===== config.mk =====
export PLATFORM = sky130hd
export DESIGN_NAME = scx_exec
export DESIGN_NICKNAME = d
export VERILOG_FILES = /design/src/rtl/scx_pkg.sv /design/src/rtl/scx_flags.sv /design/src/rtl/scx_exec.sv
export SDC_FILE = /design/constraint.sdc
export NUM_CORES = 1
export LEC_CHECK = 0
export ABC_AREA = 1
export BUFFER_PORTS_ARGS = -buffer_cell sky130_fd_sc_hd__buf_2
export CAP_MARGIN = 40
export CELL_PAD_IN_SITES_DETAIL_PLACEMENT = 1
export CELL_PAD_IN_SITES_GLOBAL_PLACEMENT = 1
export CORE_MARGIN = 1.5
export CORE_UTILIZATION = 30
export DETAILED_ROUTE_END_ITERATION = 16
export GPL_TIMING_DRIVEN = 0
export PLACE_DENSITY_LB_ADDON = 0.1
export SKIP_LAST_GASP = 1
export SYNTH_ARGS = -nofsm -noshare
export SYNTH_HDL_FRONTEND = slang
export SYNTH_SLANG_ARGS = --single-unit

===== constraint.sdc =====
create_clock -name clk_i -period 5.2 [get_ports clk_i]
set_clock_uncertainty 0.15 [all_clocks]
set_input_delay 0.52 -clock clk_i [delete_from_list [all_inputs] [get_ports clk_i]]
set_output_delay 0.52 -clock clk_i [all_outputs]
set_load 0.02 [all_outputs]

===== src/rtl/scx_pkg.sv =====
// shared constants and types for the sixteen-bit compare execution block
package scx_pkg;
  // opcode and prefix bytes
  localparam logic [7:0] PFX_ACC = 8'h1a;    // prefix for the double-accumulator compare
  localparam logic [7:0] PFX_Y = 8'hcd;      // prefix for the second-index forms
  localparam logic [7:0] OPD_IMMEDIATE = 8'h83; // double-accumulator compare, immediate
  localparam logic [7:0] OPD_DIR = 8'h93;    // double-accumulator compare, direct
  localparam logic [7:0] OPD_EXTENDED = 8'hb3; // double-accumulator compare, extended
  localparam logic [7:0] OPD_IDX = 8'ha3;    // double-accumulator compare, indexed
  localparam logic [7:0] OPX_IMMEDIATE = 8'h8c; // index-x compare, immediate
  localparam logic [7:0] OPX_DIR = 8'h9c;    // index-x compare, direct
  localparam logic [7:0] OPX_EXTENDED = 8'hbc; // index-x compare, extended
  localparam logic [7:0] OPX_IDX = 8'hac;    // index-x compare, indexed
  localparam logic [15:0] DUMMY_ADDR = 16'hffff; // address of every dummy read
  localparam logic [15:0] ONE16 = 16'h0001;  // word increment
  localparam logic [7:0] ZERO8 = 8'h00;      // direct-page high byte
  localparam int MSB = 15;                   // sign bit of a word

  // addressing modes
  typedef enum logic [2:0] {
    MODE_IMMEDIATE,
    MODE_DIR,
    MODE_EXTENDED,
    MODE_IDX,
    MODE_IDY
  } scx_mode_type;

  // condition code results of one compare
  typedef struct packed {
    logic n;
    logic z;
    logic v;
    logic c;
  } scx_flags_type;

  // one decoded instruction
  typedef struct packed {
    logic valid;            // byte pair names a compare
    logic use_x;            // index-x compare rather than double accumulator
    scx_mode_type mode;     // addressing mode
  } scx_dec_type;
endpackage


===== src/rtl/scx_flags.sv =====
// flag logic of a discarded sixteen-bit subtraction
module scx_flags (
  input wire logic [15:0] reg_i,
  input wire logic [15:0] mem_i,
  output scx_pkg::scx_flags_type flags_o
);
  // difference only; neither operand is written anywhere
  logic [15:0] diff;
  logic rs;
  logic ms;
  logic ds;

  // flags from the sign bits and the difference
  always_comb
  begin
    diff = reg_i - mem_i;
    rs = reg_i[scx_pkg::MSB];
    ms = mem_i[scx_pkg::MSB];
    ds = diff[scx_pkg::MSB];
    flags_o.n = ds;
    flags_o.z = (diff == 16'h0000);
    flags_o.v = (rs & ~ms & ~ds) | (~rs & ms & ds);
    flags_o.c = (~rs & ms) | (ms & ds) | (ds & ~rs);
  end
endmodule


===== src/rtl/scx_exec.sv =====
// sequencer for the sixteen-bit compare instructions
// Notes on behaviour
// - operand high at address, low at next
// - accumulator compare only sets flags
// - index compare only sets flags
// - negative equals difference bit fifteen
// - zero set when difference is zero
// - overflow on signed subtraction overflow
// - carry on unsigned borrow
// - accumulator compare opcodes and prefixes
// - index compare opcodes and prefix
// - all reads; dummy reads at top address
module scx_exec (
  input wire logic clk_i,
  input wire logic nrst_i,
  input wire logic start_i,           // cycle 1: first opcode byte is on the bus now
  input wire logic [15:0] pc_i,       // address of the first opcode byte
  input wire logic [7:0] data_i,      // read data for the address driven this cycle
  input wire logic [15:0] double_accumulator_i,
  input wire logic [15:0] first_index_register_i,
  input wire logic [15:0] second_index_register_i,
  input wire logic [7:0] ccr_i,       // condition codes before the instruction
  output logic [15:0] addr_o,         // bus address of the current read
  output logic rnw_o,                 // always read
  output logic busy_o,                // a compare is in progress
  output logic done_o,                // pulse in the last cycle, ccr_o valid
  output logic illegal_o,             // pulse: byte pair is not a compare
  output logic [7:0] ccr_o            // updated condition codes
);
  // bus sequence steps
  typedef enum logic [3:0] {
    ST_IDLE,
    ST_OP2,
    ST_ARG1,
    ST_ARG2,
    ST_IDXD,
    ST_HI,
    ST_LO,
    ST_END
  } scx_step_type;

  // decode of prefix plus opcode into instruction and mode
  function automatic scx_pkg::scx_dec_type decode(input logic [7:0] pfx,
                                                   input logic [7:0] op);
    scx_pkg::scx_dec_type d;
    d = '{valid: 1'b1, use_x: 1'b0, mode: scx_pkg::MODE_IMMEDIATE};
    if (pfx == scx_pkg::PFX_ACC)
    begin
      case (op)
        scx_pkg::OPD_IMMEDIATE: d.mode = scx_pkg::MODE_IMMEDIATE;
        scx_pkg::OPD_DIR: d.mode = scx_pkg::MODE_DIR;
        scx_pkg::OPD_EXTENDED: d.mode = scx_pkg::MODE_EXTENDED;
        scx_pkg::OPD_IDX: d.mode = scx_pkg::MODE_IDX;
        default: d.valid = 1'b0;
      endcase
    end
    else if (pfx == scx_pkg::PFX_Y)
    begin
      d.mode = scx_pkg::MODE_IDY;
      if (op == scx_pkg::OPX_IDX)
        d.use_x = 1'b1;
      else if (op != scx_pkg::OPD_IDX)
        d.valid = 1'b0;
    end
    else
      d.valid = 1'b0;
    return d;
  endfunction

  // decode of an unprefixed single opcode (index-x compare)
  function automatic scx_pkg::scx_dec_type decode_x(input logic [7:0] op);
    scx_pkg::scx_dec_type d;
    d = '{valid: 1'b1, use_x: 1'b1, mode: scx_pkg::MODE_IMMEDIATE};
    case (op)
      scx_pkg::OPX_IMMEDIATE: d.mode = scx_pkg::MODE_IMMEDIATE;
      scx_pkg::OPX_DIR: d.mode = scx_pkg::MODE_DIR;
      scx_pkg::OPX_EXTENDED: d.mode = scx_pkg::MODE_EXTENDED;
      scx_pkg::OPX_IDX: d.mode = scx_pkg::MODE_IDX;
      default: d.valid = 1'b0;
    endcase
    return d;
  endfunction

  // state registers
  scx_step_type step_r, step_nxt;          // current bus step
  scx_pkg::scx_dec_type dec_r, dec_nxt;    // decoded instruction
  logic [7:0] pfx_r, pfx_nxt;              // first opcode byte
  logic [15:0] pc_r, pc_nxt;               // next instruction-stream address
  logic [15:0] ea_r, ea_nxt;               // effective address being built
  logic [7:0] hi_r, hi_nxt;                // operand high byte
  logic [7:0] ccr_r, ccr_nxt;              // condition code output
  logic ill_r, ill_nxt;                    // illegal opcode marker
  logic [15:0] addr_c;                     // address for this cycle
  logic [15:0] word_c;                     // assembled operand
  logic [15:0] regv_c;                     // register side of the compare
  scx_pkg::scx_flags_type fl_c;            // flag results
  scx_pkg::scx_dec_type dx_c;              // decode of start byte alone

  // the subtraction; result goes to flags only, nothing is written back
  always_comb
  begin
    word_c = {hi_r, data_i};
    regv_c = dec_r.use_x ? first_index_register_i : double_accumulator_i;
  end

  scx_flags u_flags (
    .reg_i(regv_c),
    .mem_i(word_c),
    .flags_o(fl_c)
  );

  // bus address multiplexer; every cycle is a read
  always_comb
  begin
    case (step_r)
      ST_IDLE: addr_c = pc_i;
      ST_OP2, ST_ARG1, ST_ARG2: addr_c = pc_r;
      ST_IDXD, ST_END: addr_c = scx_pkg::DUMMY_ADDR;
      ST_HI: addr_c = ea_r;
      ST_LO: addr_c = ea_r + scx_pkg::ONE16;
      default: addr_c = scx_pkg::DUMMY_ADDR;
    endcase
  end

  assign dx_c = decode_x(data_i);

  // next-state logic of the sequencer
  always_comb
  begin
    step_nxt = step_r;
    dec_nxt = dec_r;
    pfx_nxt = pfx_r;
    pc_nxt = pc_r;
    ea_nxt = ea_r;
    hi_nxt = hi_r;
    ccr_nxt = ccr_r;
    ill_nxt = 1'b0;
    case (step_r)
      ST_IDLE:
      begin
        if (start_i)
        begin
          pc_nxt = pc_i + scx_pkg::ONE16;
          pfx_nxt = data_i;
          if (data_i == scx_pkg::PFX_ACC || data_i == scx_pkg::PFX_Y)
            step_nxt = ST_OP2;
          else if (dx_c.valid)
          begin
            dec_nxt = dx_c;
            // immediate operand sits in the stream: its address is the effective one
            ea_nxt = pc_nxt;
            step_nxt = (dx_c.mode == scx_pkg::MODE_IMMEDIATE) ? ST_HI : ST_ARG1;
          end
          else
            ill_nxt = 1'b1;
        end
      end
      ST_OP2:
      begin
        dec_nxt = decode(pfx_r, data_i);
        pc_nxt = pc_r + scx_pkg::ONE16;
        ea_nxt = pc_nxt;
        if (!dec_nxt.valid)
        begin
          ill_nxt = 1'b1;
          step_nxt = ST_IDLE;
        end
        else
          step_nxt = (dec_nxt.mode == scx_pkg::MODE_IMMEDIATE) ? ST_HI : ST_ARG1;
      end
      ST_ARG1:
      begin
        pc_nxt = pc_r + scx_pkg::ONE16;
        case (dec_r.mode)
          scx_pkg::MODE_DIR:
          begin
            ea_nxt = {scx_pkg::ZERO8, data_i};
            step_nxt = ST_HI;
          end
          scx_pkg::MODE_EXTENDED:
          begin
            hi_nxt = data_i;
            step_nxt = ST_ARG2;
          end
          scx_pkg::MODE_IDX:
          begin
            ea_nxt = first_index_register_i + {scx_pkg::ZERO8, data_i};
            step_nxt = ST_IDXD;
          end
          scx_pkg::MODE_IDY:
          begin
            ea_nxt = second_index_register_i + {scx_pkg::ZERO8, data_i};
            step_nxt = ST_IDXD;
          end
          default: step_nxt = ST_IDLE;
        endcase
      end
      ST_ARG2:
      begin
        pc_nxt = pc_r + scx_pkg::ONE16;
        ea_nxt = {hi_r, data_i};
        step_nxt = ST_HI;
      end
      ST_IDXD: step_nxt = ST_HI;
      ST_HI:
      begin
        hi_nxt = data_i;
        step_nxt = ST_LO;
      end
      ST_LO:
      begin
        // keep s, x, h, i; replace n, z, v, c
        ccr_nxt = {ccr_i[7:4], fl_c.n, fl_c.z, fl_c.v, fl_c.c};
        step_nxt = ST_END;
      end
      ST_END:
      begin
        step_nxt = ST_IDLE;
      end
      default: step_nxt = ST_IDLE;
    endcase
  end

  // registers of the sequencer
  always_ff @(posedge clk_i)
  begin
    if (!nrst_i)
    begin
      step_r <= ST_IDLE;
      dec_r <= '0;
      pfx_r <= 8'h00;
      pc_r <= 16'h0000;
      ea_r <= 16'h0000;
      hi_r <= 8'h00;
      ccr_r <= 8'h00;
      ill_r <= 1'b0;
    end
    else
    begin
      step_r <= step_nxt;
      dec_r <= dec_nxt;
      pfx_r <= pfx_nxt;
      pc_r <= pc_nxt;
      ea_r <= ea_nxt;
      hi_r <= hi_nxt;
      ccr_r <= ccr_nxt;
      ill_r <= ill_nxt;
    end
  end

  // outputs; done marks the final dummy read
  assign addr_o = addr_c;
  assign rnw_o = 1'b1;
  assign busy_o = (step_r != ST_IDLE);
  assign done_o = (step_r == ST_END);
  assign illegal_o = ill_r;
  assign ccr_o = ccr_r;

  // reference difference for the flag checks, worked out apart from the flag module
  logic [15:0] ref_diff;
  assign ref_diff = regv_c - word_c;

  // cycle number of the current step; the start cycle is 1, so the step after idle is 2
  logic [3:0] cyc_r;
  always_ff @(posedge clk_i)
  begin
    if (!nrst_i)
      cyc_r <= 4'h0;
    else if (step_r == ST_IDLE)
      cyc_r <= 4'h2;
    else
      cyc_r <= cyc_r + 4'h1;
  end

  chk_read_only: assert property (@(posedge clk_i) disable iff (!nrst_i) rnw_o)
    else $error("bus cycle not a read");
  chk_end_dummy: assert property (@(posedge clk_i) disable iff (!nrst_i)
    step_r == ST_END |-> addr_o == scx_pkg::DUMMY_ADDR)
    else $error("final cycle not a dummy read");
  chk_low_addr: assert property (@(posedge clk_i) disable iff (!nrst_i)
    step_r == ST_HI |=> addr_o == $past(addr_o) + scx_pkg::ONE16)
    else $error("low byte not at next address");
  chk_zero_flag: assert property (@(posedge clk_i) disable iff (!nrst_i)
    step_r == ST_LO |=> ccr_o[2] == ($past(regv_c) == $past(word_c)))
    else $error("zero flag wrong");
  chk_neg_flag: assert property (@(posedge clk_i) disable iff (!nrst_i)
    step_r == ST_LO |=> ccr_o[3] == $past(ref_diff[scx_pkg::MSB]))
    else $error("negative flag wrong");
  chk_ovf_flag: assert property (@(posedge clk_i) disable iff (!nrst_i)
    step_r == ST_LO |=> ccr_o[1] ==
      (($past(regv_c[scx_pkg::MSB]) ^ $past(word_c[scx_pkg::MSB]))
      & ($past(ref_diff[scx_pkg::MSB]) ^ $past(regv_c[scx_pkg::MSB]))))
    else $error("overflow flag wrong");
  chk_carry_flag: assert property (@(posedge clk_i) disable iff (!nrst_i)
    step_r == ST_LO |=> ccr_o[0] == ($past(word_c) > $past(regv_c)))
    else $error("carry flag wrong");
  chk_upper_kept: assert property (@(posedge clk_i) disable iff (!nrst_i)
    step_r == ST_LO |=> ccr_o[7:4] == $past(ccr_i[7:4]))
    else $error("upper flags changed");
  chk_cycle_count: assert property (@(posedge clk_i) disable iff (!nrst_i)
    done_o |-> cyc_r == (dec_r.mode == scx_pkg::MODE_IDY ? 4'h7 :
                         dec_r.mode == scx_pkg::MODE_IMMEDIATE ? (dec_r.use_x ? 4'h4 : 4'h5) :
                         dec_r.mode == scx_pkg::MODE_DIR ? (dec_r.use_x ? 4'h5 : 4'h6) :
                         (dec_r.use_x ? 4'h6 : 4'h7)))
    else $error("instruction length wrong");
  chk_idx_dummy: assert property (@(posedge clk_i) disable iff (!nrst_i)
    step_r == ST_ARG1 && (dec_r.mode == scx_pkg::MODE_IDX || dec_r.mode == scx_pkg::MODE_IDY)
    |=> addr_o == scx_pkg::DUMMY_ADDR ##1 step_r == ST_HI)
    else $error("indexed dummy read missing");

  cov_immediate: cover property (@(posedge clk_i)
    done_o && dec_r.mode == scx_pkg::MODE_IMMEDIATE);
  cov_idy: cover property (@(posedge clk_i) done_o && dec_r.mode == scx_pkg::MODE_IDY);
  cov_carry: cover property (@(posedge clk_i) step_r == ST_LO && fl_c.c);
  cov_illegal: cover property (@(posedge clk_i) illegal_o);
endmodule


**After elaboration in Yosys (flattened, before gate mapping)**

Index checks and enable logic that the tools add are counted.

- Bitwise logic cells: 12
- Eq/ne operators: 30
- Mux-type cells: 42
- $add $sub $neg: 6
- Reductions and logical operators: 21

Operator list:

| operator | number |
|---|---|
| one-hot mux 16 bit (4 select lines) | 2 |
| == test 8 bit (second input constant) | 10 |
| 2-to-1 mux 16 bit | 5 |
| adder 16 x 1 -> 16 bit (second input constant) | 3 |
| one-hot mux 16 bit (3 select lines) | 1 |
| adder 16 x 8 -> 16 bit | 2 |
| one-hot mux 16 bit (2 select lines) | 1 |
| 2-to-1 mux 4 bit | 7 |
| one-hot mux 4 bit (6 select lines) | 1 |
| == test 4 x 3 -> 1 bit (second input constant) | 4 |
| == test 8 x 5 -> 1 bit (second input constant) | 2 |
| zero test 16 bit | 1 |
| one-hot mux 8 bit (2 select lines) | 1 |
| subtractor 16 bit | 1 |
| 2-to-1 mux 3 bit | 5 |
| 2-to-1 mux 1 bit | 13 |
| one-hot mux 2 bit (3 select lines) | 2 |
| one-hot mux 3 bit (3 select lines) | 1 |
| == test 4 x 2 -> 1 bit (second input constant) | 2 |
| 2-to-1 mux 8 bit | 1 |
| inequality test 2 bit (second input constant) | 4 |
| inequality test 8 bit (second input constant) | 1 |
| one-hot mux 4 bit (2 select lines) | 1 |
| AND reduction 2 bit | 4 |
| other kinds (20) | 36 |

- Input bits: 83
- Bits in registers: 65

**Depth between registers and ports, before layout**

- Depth after elaboration: 9
- Depth in mapped cells: 20

**Cells and area by module**

Synthesis repeated with hierarchy kept, for this count alone.

- Cell total of the unflattened synthesis: 1,189
- Area, all modules: 6,730.2 sq um

Modules (own cells, without submodules):

| module | seq. area each (sq um) | cells an instance | area each (sq um) | instances |
|---|---|---|---|---|
| scx_exec | 1,281.2 | 978 | 5,688.0 | 1 |
| scx_flags | 0.0 | 211 | 1,042.2 | 1 |

**Least setup slack after synthesis**

No wires, ideal clock.

- Path type: flip-flop to flip-flop
- Start: register dec_r[3] in the netlist's numbering
- End: register ccr_r[2], in the netlist ccr_o[2]
- Library setup time: 70 ps
- Cell stages (with the launch flop): 21
- Required time: 4,980 ps
- Buffers on the path: 2
- Slack: 2,042 ps
- Data arrival time: 2,938 ps
- Cells stage by stage: dfxtp_1 > clkbuf_1 > clkinv_1 > clkbuf_1 > nand2_1 > nand2_1 > ha_1 > nand2_1 > nor2_1 > nand2_1 > nand3_1 > nand2_1 > nand2_1 > a21oi_1 > o21bai_1 > fa_1 > inv_1 > nand3_1 > nor2_1 > nand4_1 > a21oi_1

RTL lines:

| element | RTL line | text |
|---|---|---|
| start: declaration | scx_exec.sv:86 | `scx_pkg::scx_dec_type dec_r, dec_nxt;` |
| start signal: assignment | scx_exec.sv:241 | `dec_r <= dec_nxt;` |
| end signal: assignment | scx_exec.sv:246 | `ccr_r <= ccr_nxt;` |
| end: declaration | scx_exec.sv:91 | `logic [7:0] ccr_r, ccr_nxt;` |

==> results by group <==
Status
  • Outcome: complete, no violations

Clock tree
  • Hold-fix buffers, CTS: 0
  • Post-CTS setup buffer count: 0
  • Post-cts repair resize count: 0
  • Root buf cell: clkbuf_16
  • H-Tree Depth: 3
  • Clk_lat worst skew: 0.35 ns
  • Max clock buf depth: 2
  • Clock slew at reported path FFs: 0.06 ns
  • CTS buffer count: 9
  • CTS Sinks: 64
  • CTS tree: done

Drt
  • Wire length per cell: 18.13 um
  • ANT nets after route: 0
  • Drt pass-1 iters: 5
  • Drt via density: 5.096
  • Iteration-0 DRC Markers: 373
  • DRC violations left: 0
  • DR vias: approximately 7700
  • Total wire length: 27.55 mm

Yosys
  • Post-Synth Simple-Gate Area: 36.73%
  • Number of synthesized flops with an enable pin: 0
  • Post-synth top flop: dfxtp_1
  • Async SR Flop Fraction: 0%
  • Synth cell types: 50
  • Sequential element share of the synthesized area: 19.72%
  • Post-Syn Area: approximately 0.0065 sq mm
  • Synth Area in Adders: 6.700%
  • Mapped Cells: approximately 1100
  • YS warnings: 0
  • Mux cell area share after synthesis: 0.1540%
  • Fraction of synthesized cell area in xor and xnor cells: under 10%
  • Synth Area in Compound Gates: 20.18%
  • Largest family of logic cells by synthesized area: simple AND/OR/NAND/NOR gates
  • Mapped Nets: 1239
  • Yosys reg bits: 64
  • Syn avg cell area: 5.787 sq um

Critical path
  • Top cell family by delay on the critical path: buffers and inverters
  • Reg-to-Reg End: ccr_o[2]$_SDFFE_PN0P_
  • Critical-path top delay cell: fa_1
  • CP dominant cell by count: nand2_1
  • WS Path Type: flop to flop
  • Startpoint Class: flop
  • Element type at the critical path end: flop
  • Reg-to-Reg Start: dec_r[3]$_SDFFE_PN0P_
  • Crit path buf inv count: 4
  • Internal reg-to-reg setup slack: 0.90 ns
  • Crit path required time: about 5.3 ns
  • Largest fanout on the critical path: 10
  • Critical path arrival: ~4.4 ns
  • Worst Reg-to-Reg Cells: 19
  • Slowest Stage Delay on Critical Path: about 0.5 ns
  • Critical path cell sequence: clkbuf_1 > clkinv_1 > clkbuf_1 > nand2_1 > nand2_1 > ha_1 > nand2_1 > nor2_1 > and2_1 > nand2_1 > nand2_1 > a21oi_1 > o21bai_1 > fa_1 > inv_1 > nand3_1 > nor2_1 > nand4_1 > a21oi_1

Die
  • Row count: 53
  • Die height: 150.2 um
  • I/O pin count: 111
  • Core area: ~0.021 sq mm
  • Initial Utilization: a little under a third
  • Die ar.: ~0.023 sq mm
  • Die X: 150.2 um

Power and ir drop
  • Power per Cell Area: 296.0 mW/mm^2
  • Leak: ~3.8 nW
  • NetSw: 957.6 uW
  • Reg power frac: 26.8%
  • Switching share of total power: 41.99%
  • Internal Dissipation: between 1 and 1.5 mW
  • Worst vdd ir: about 0.00016 V
  • Comb power frac: 41.6%
  • Clock power frac: about a third

Timing
  • Rel. slew slack: around 45%
  • Max Freq: 232.3 MHz
  • Tmin final: roughly 4.3 ns
  • Least-Margin Pin Slew: ~0.83 ns
  • Final Cycle Share: 82.79%
  • Hold slack: 0.2483 ns
  • Slew Limit Fails: 0
  • Setup_tns: 0 ns
  • Hold Violations, Final: 0
  • RSZ-0062 raised after global routing: false
  • Final setup vio count: 0

Worst hold path
  • Min-Delay Startpoint: ccr_i[7]
  • Hold depth: 3
  • Hold Path Sink: ccr_o[7]$_SDFFE_PN0P_
  • HP Class: primary input to flop

Finish
  • Non-Filler Instances: 1519
  • Post-Layout Inst Area: 0.007705 sq mm
  • Final #Nets: 1355
  • Most frequent cells in the layout: nand2_1 (308), inv_1 (178), buf_2 (117)
  • Area Growth Syn to Fin: 18.56%
  • Layout cells sized above 1: a little over an eighth
  • Antenna cells: 0
  • Final core utilization: between 30% and 40%
  • Commonest non-fill, non-tap cell in the layout: nand2_1

GRT
  • Vias in the first global route: 7725
  • Final global-route overflow total: 0
  • Overall routing resource usage: 24.94%
  • Largest net degree at the start of global routing: 12
  • Initial antenna violation count: 0
  • First-pass GRT wire length: 42.48 mm

Placement
  • Routability cong.: 0.8906
  • Port bufs: roughly 110
  • DP HPWL: 22.56 mm
  • Post-DP Area: 0.007368 sq mm
  • Placed cell count: 1503

Run
  • Max-cap violations: 0
-- sequential cells by signal (all words and copies together) (netlist names) --
| signal | flops |
|---|---|
| ea_r | 16 |
| ccr_o | 8 |
| dec_r | 4 |
| hi_r | 8 |
| step_r | 3 |
| pfx_r | 8 |
| pc_r | 16 |
| illegal_o | 1 |
-- cells by family after synthesis --
family,Yosys count
fa+ha+maj,33
other cells,1
simple gates,550
mux,1
flops,64
xor+xnor,21
buf+inv,229
compound gates,224
-- power by group through the flow --
stage	clock (mW)	sequential [mW]	combinational (mW)
3_3_place_gp	0	0.618	0.938
2_1_floorplan	0	0.602	0.639
4_1_cts	0.728	0.609	0.954
5_1_grt	0.744	0.619	1.07
6_report	0.719	0.612	0.950
3_5_place_dp	0	0.619	0.947
-- synth_stat cells (4+ instances only) --
master / n / area share (%)
buf_2: 12 / 0.92
nand3_1: 94 / 7.2
xor2_1: 17 / 2.3
o21bai_1: 6 / 0.69
a211oi_1: 4 / 0.46
nor3_1: 18 / 1.4
nor4_1: 7 / 0.67
o21ai_0: 66 / 5.1
nor3_2: 4 / 0.62
a31oi_1: 6 / 0.58
nor2_1: 76 / 4.4
clkbuf_1: 20 / 1.2
a21oi_1: 80 / 6.2
nand3b_1: 6 / 0.69
o211ai_1: 13 / 1.5
nand4_1: 21 / 2.0
or2_2: 5 / 0.48
o22ai_1: 13 / 1.3
o221ai_1: 5 / 0.67
dfxtp_1: 64 / 20
inv_1: 178 / 10
xnor2_1: 4 / 0.54
nand2_1: 308 / 18
nor2_2: 4 / 0.38
o21ai_1: 7 / 0.54
ha_1: 30 / 5.8
inv_2: 15 / 0.87
-- layer usage --
layer	vias up	wire, um	track usage, %	part of all wire (%)
met1	3627	12830	32.17	47
met5	-	0	0	0
met4	0	478	6.912	1.7
met3	28	917	2.424	3.3
met2	165	13320	43.97	48
li1	3921	-	-	-
-- through the flow --
step | worst slack [ns] | power, mW
floorplan | 2.042 | 1.241
global placement | 0.8418 | 1.556
detailed placement | 0.7850 | 1.566
CTS | 0.7711 | 2.291
global route | 0.4254 | 2.428
finish | 0.8950 | 2.280
-- how the worst max path moves through the flow --
stage	from	end	cells past startpoint
after CTS	dec_r[3]$_SDFFE_PN0P_	ccr_o[2]$_SDFFE_PN0P_	19
after global routing	dec_r[3]$_SDFFE_PN0P_	ccr_o[2]$_SDFFE_PN0P_	19
after detailed placement	dec_r[3]$_SDFFE_PN0P_	ccr_o[2]$_SDFFE_PN0P_	19
final	dec_r[3]$_SDFFE_PN0P_	ccr_o[2]$_SDFFE_PN0P_	19
after floorplan	dec_r[3]$_SDFFE_PN0P_	ccr_o[2]$_SDFFE_PN0P_	20
after global placement	dec_r[3]$_SDFFE_PN0P_	ccr_o[2]$_SDFFE_PN0P_	19
-- worst reg2reg max path: cells and delay by family, from the launching register on --
family	cells	cell delay, ns
buf+inv	4	1.28
simple gates	10	1.20
fa+ha+maj	2	0.87
compound gates	3	0.42
flops	1	0.30
-- layout make-up --
| class | instances | area [sq um] |
|---|---|---|
| Buffer | 35 | 157.7 |
| Multi-Input combinational cell | 830 | 4332 |
| Fill cell | 2931 | 13450 |
| Clock inverter | 6 | 107.6 |
| Tap cell | 275 | 344.1 |
| Clock buffer | 10 | 229.0 |
| Sequential cell | 64 | 1281 |
| Inverter | 194 | 728.2 |
| Timing Repair Buffer | 105 | 525.5 |
No activity file was read; power rests on OpenSTA's default activity.
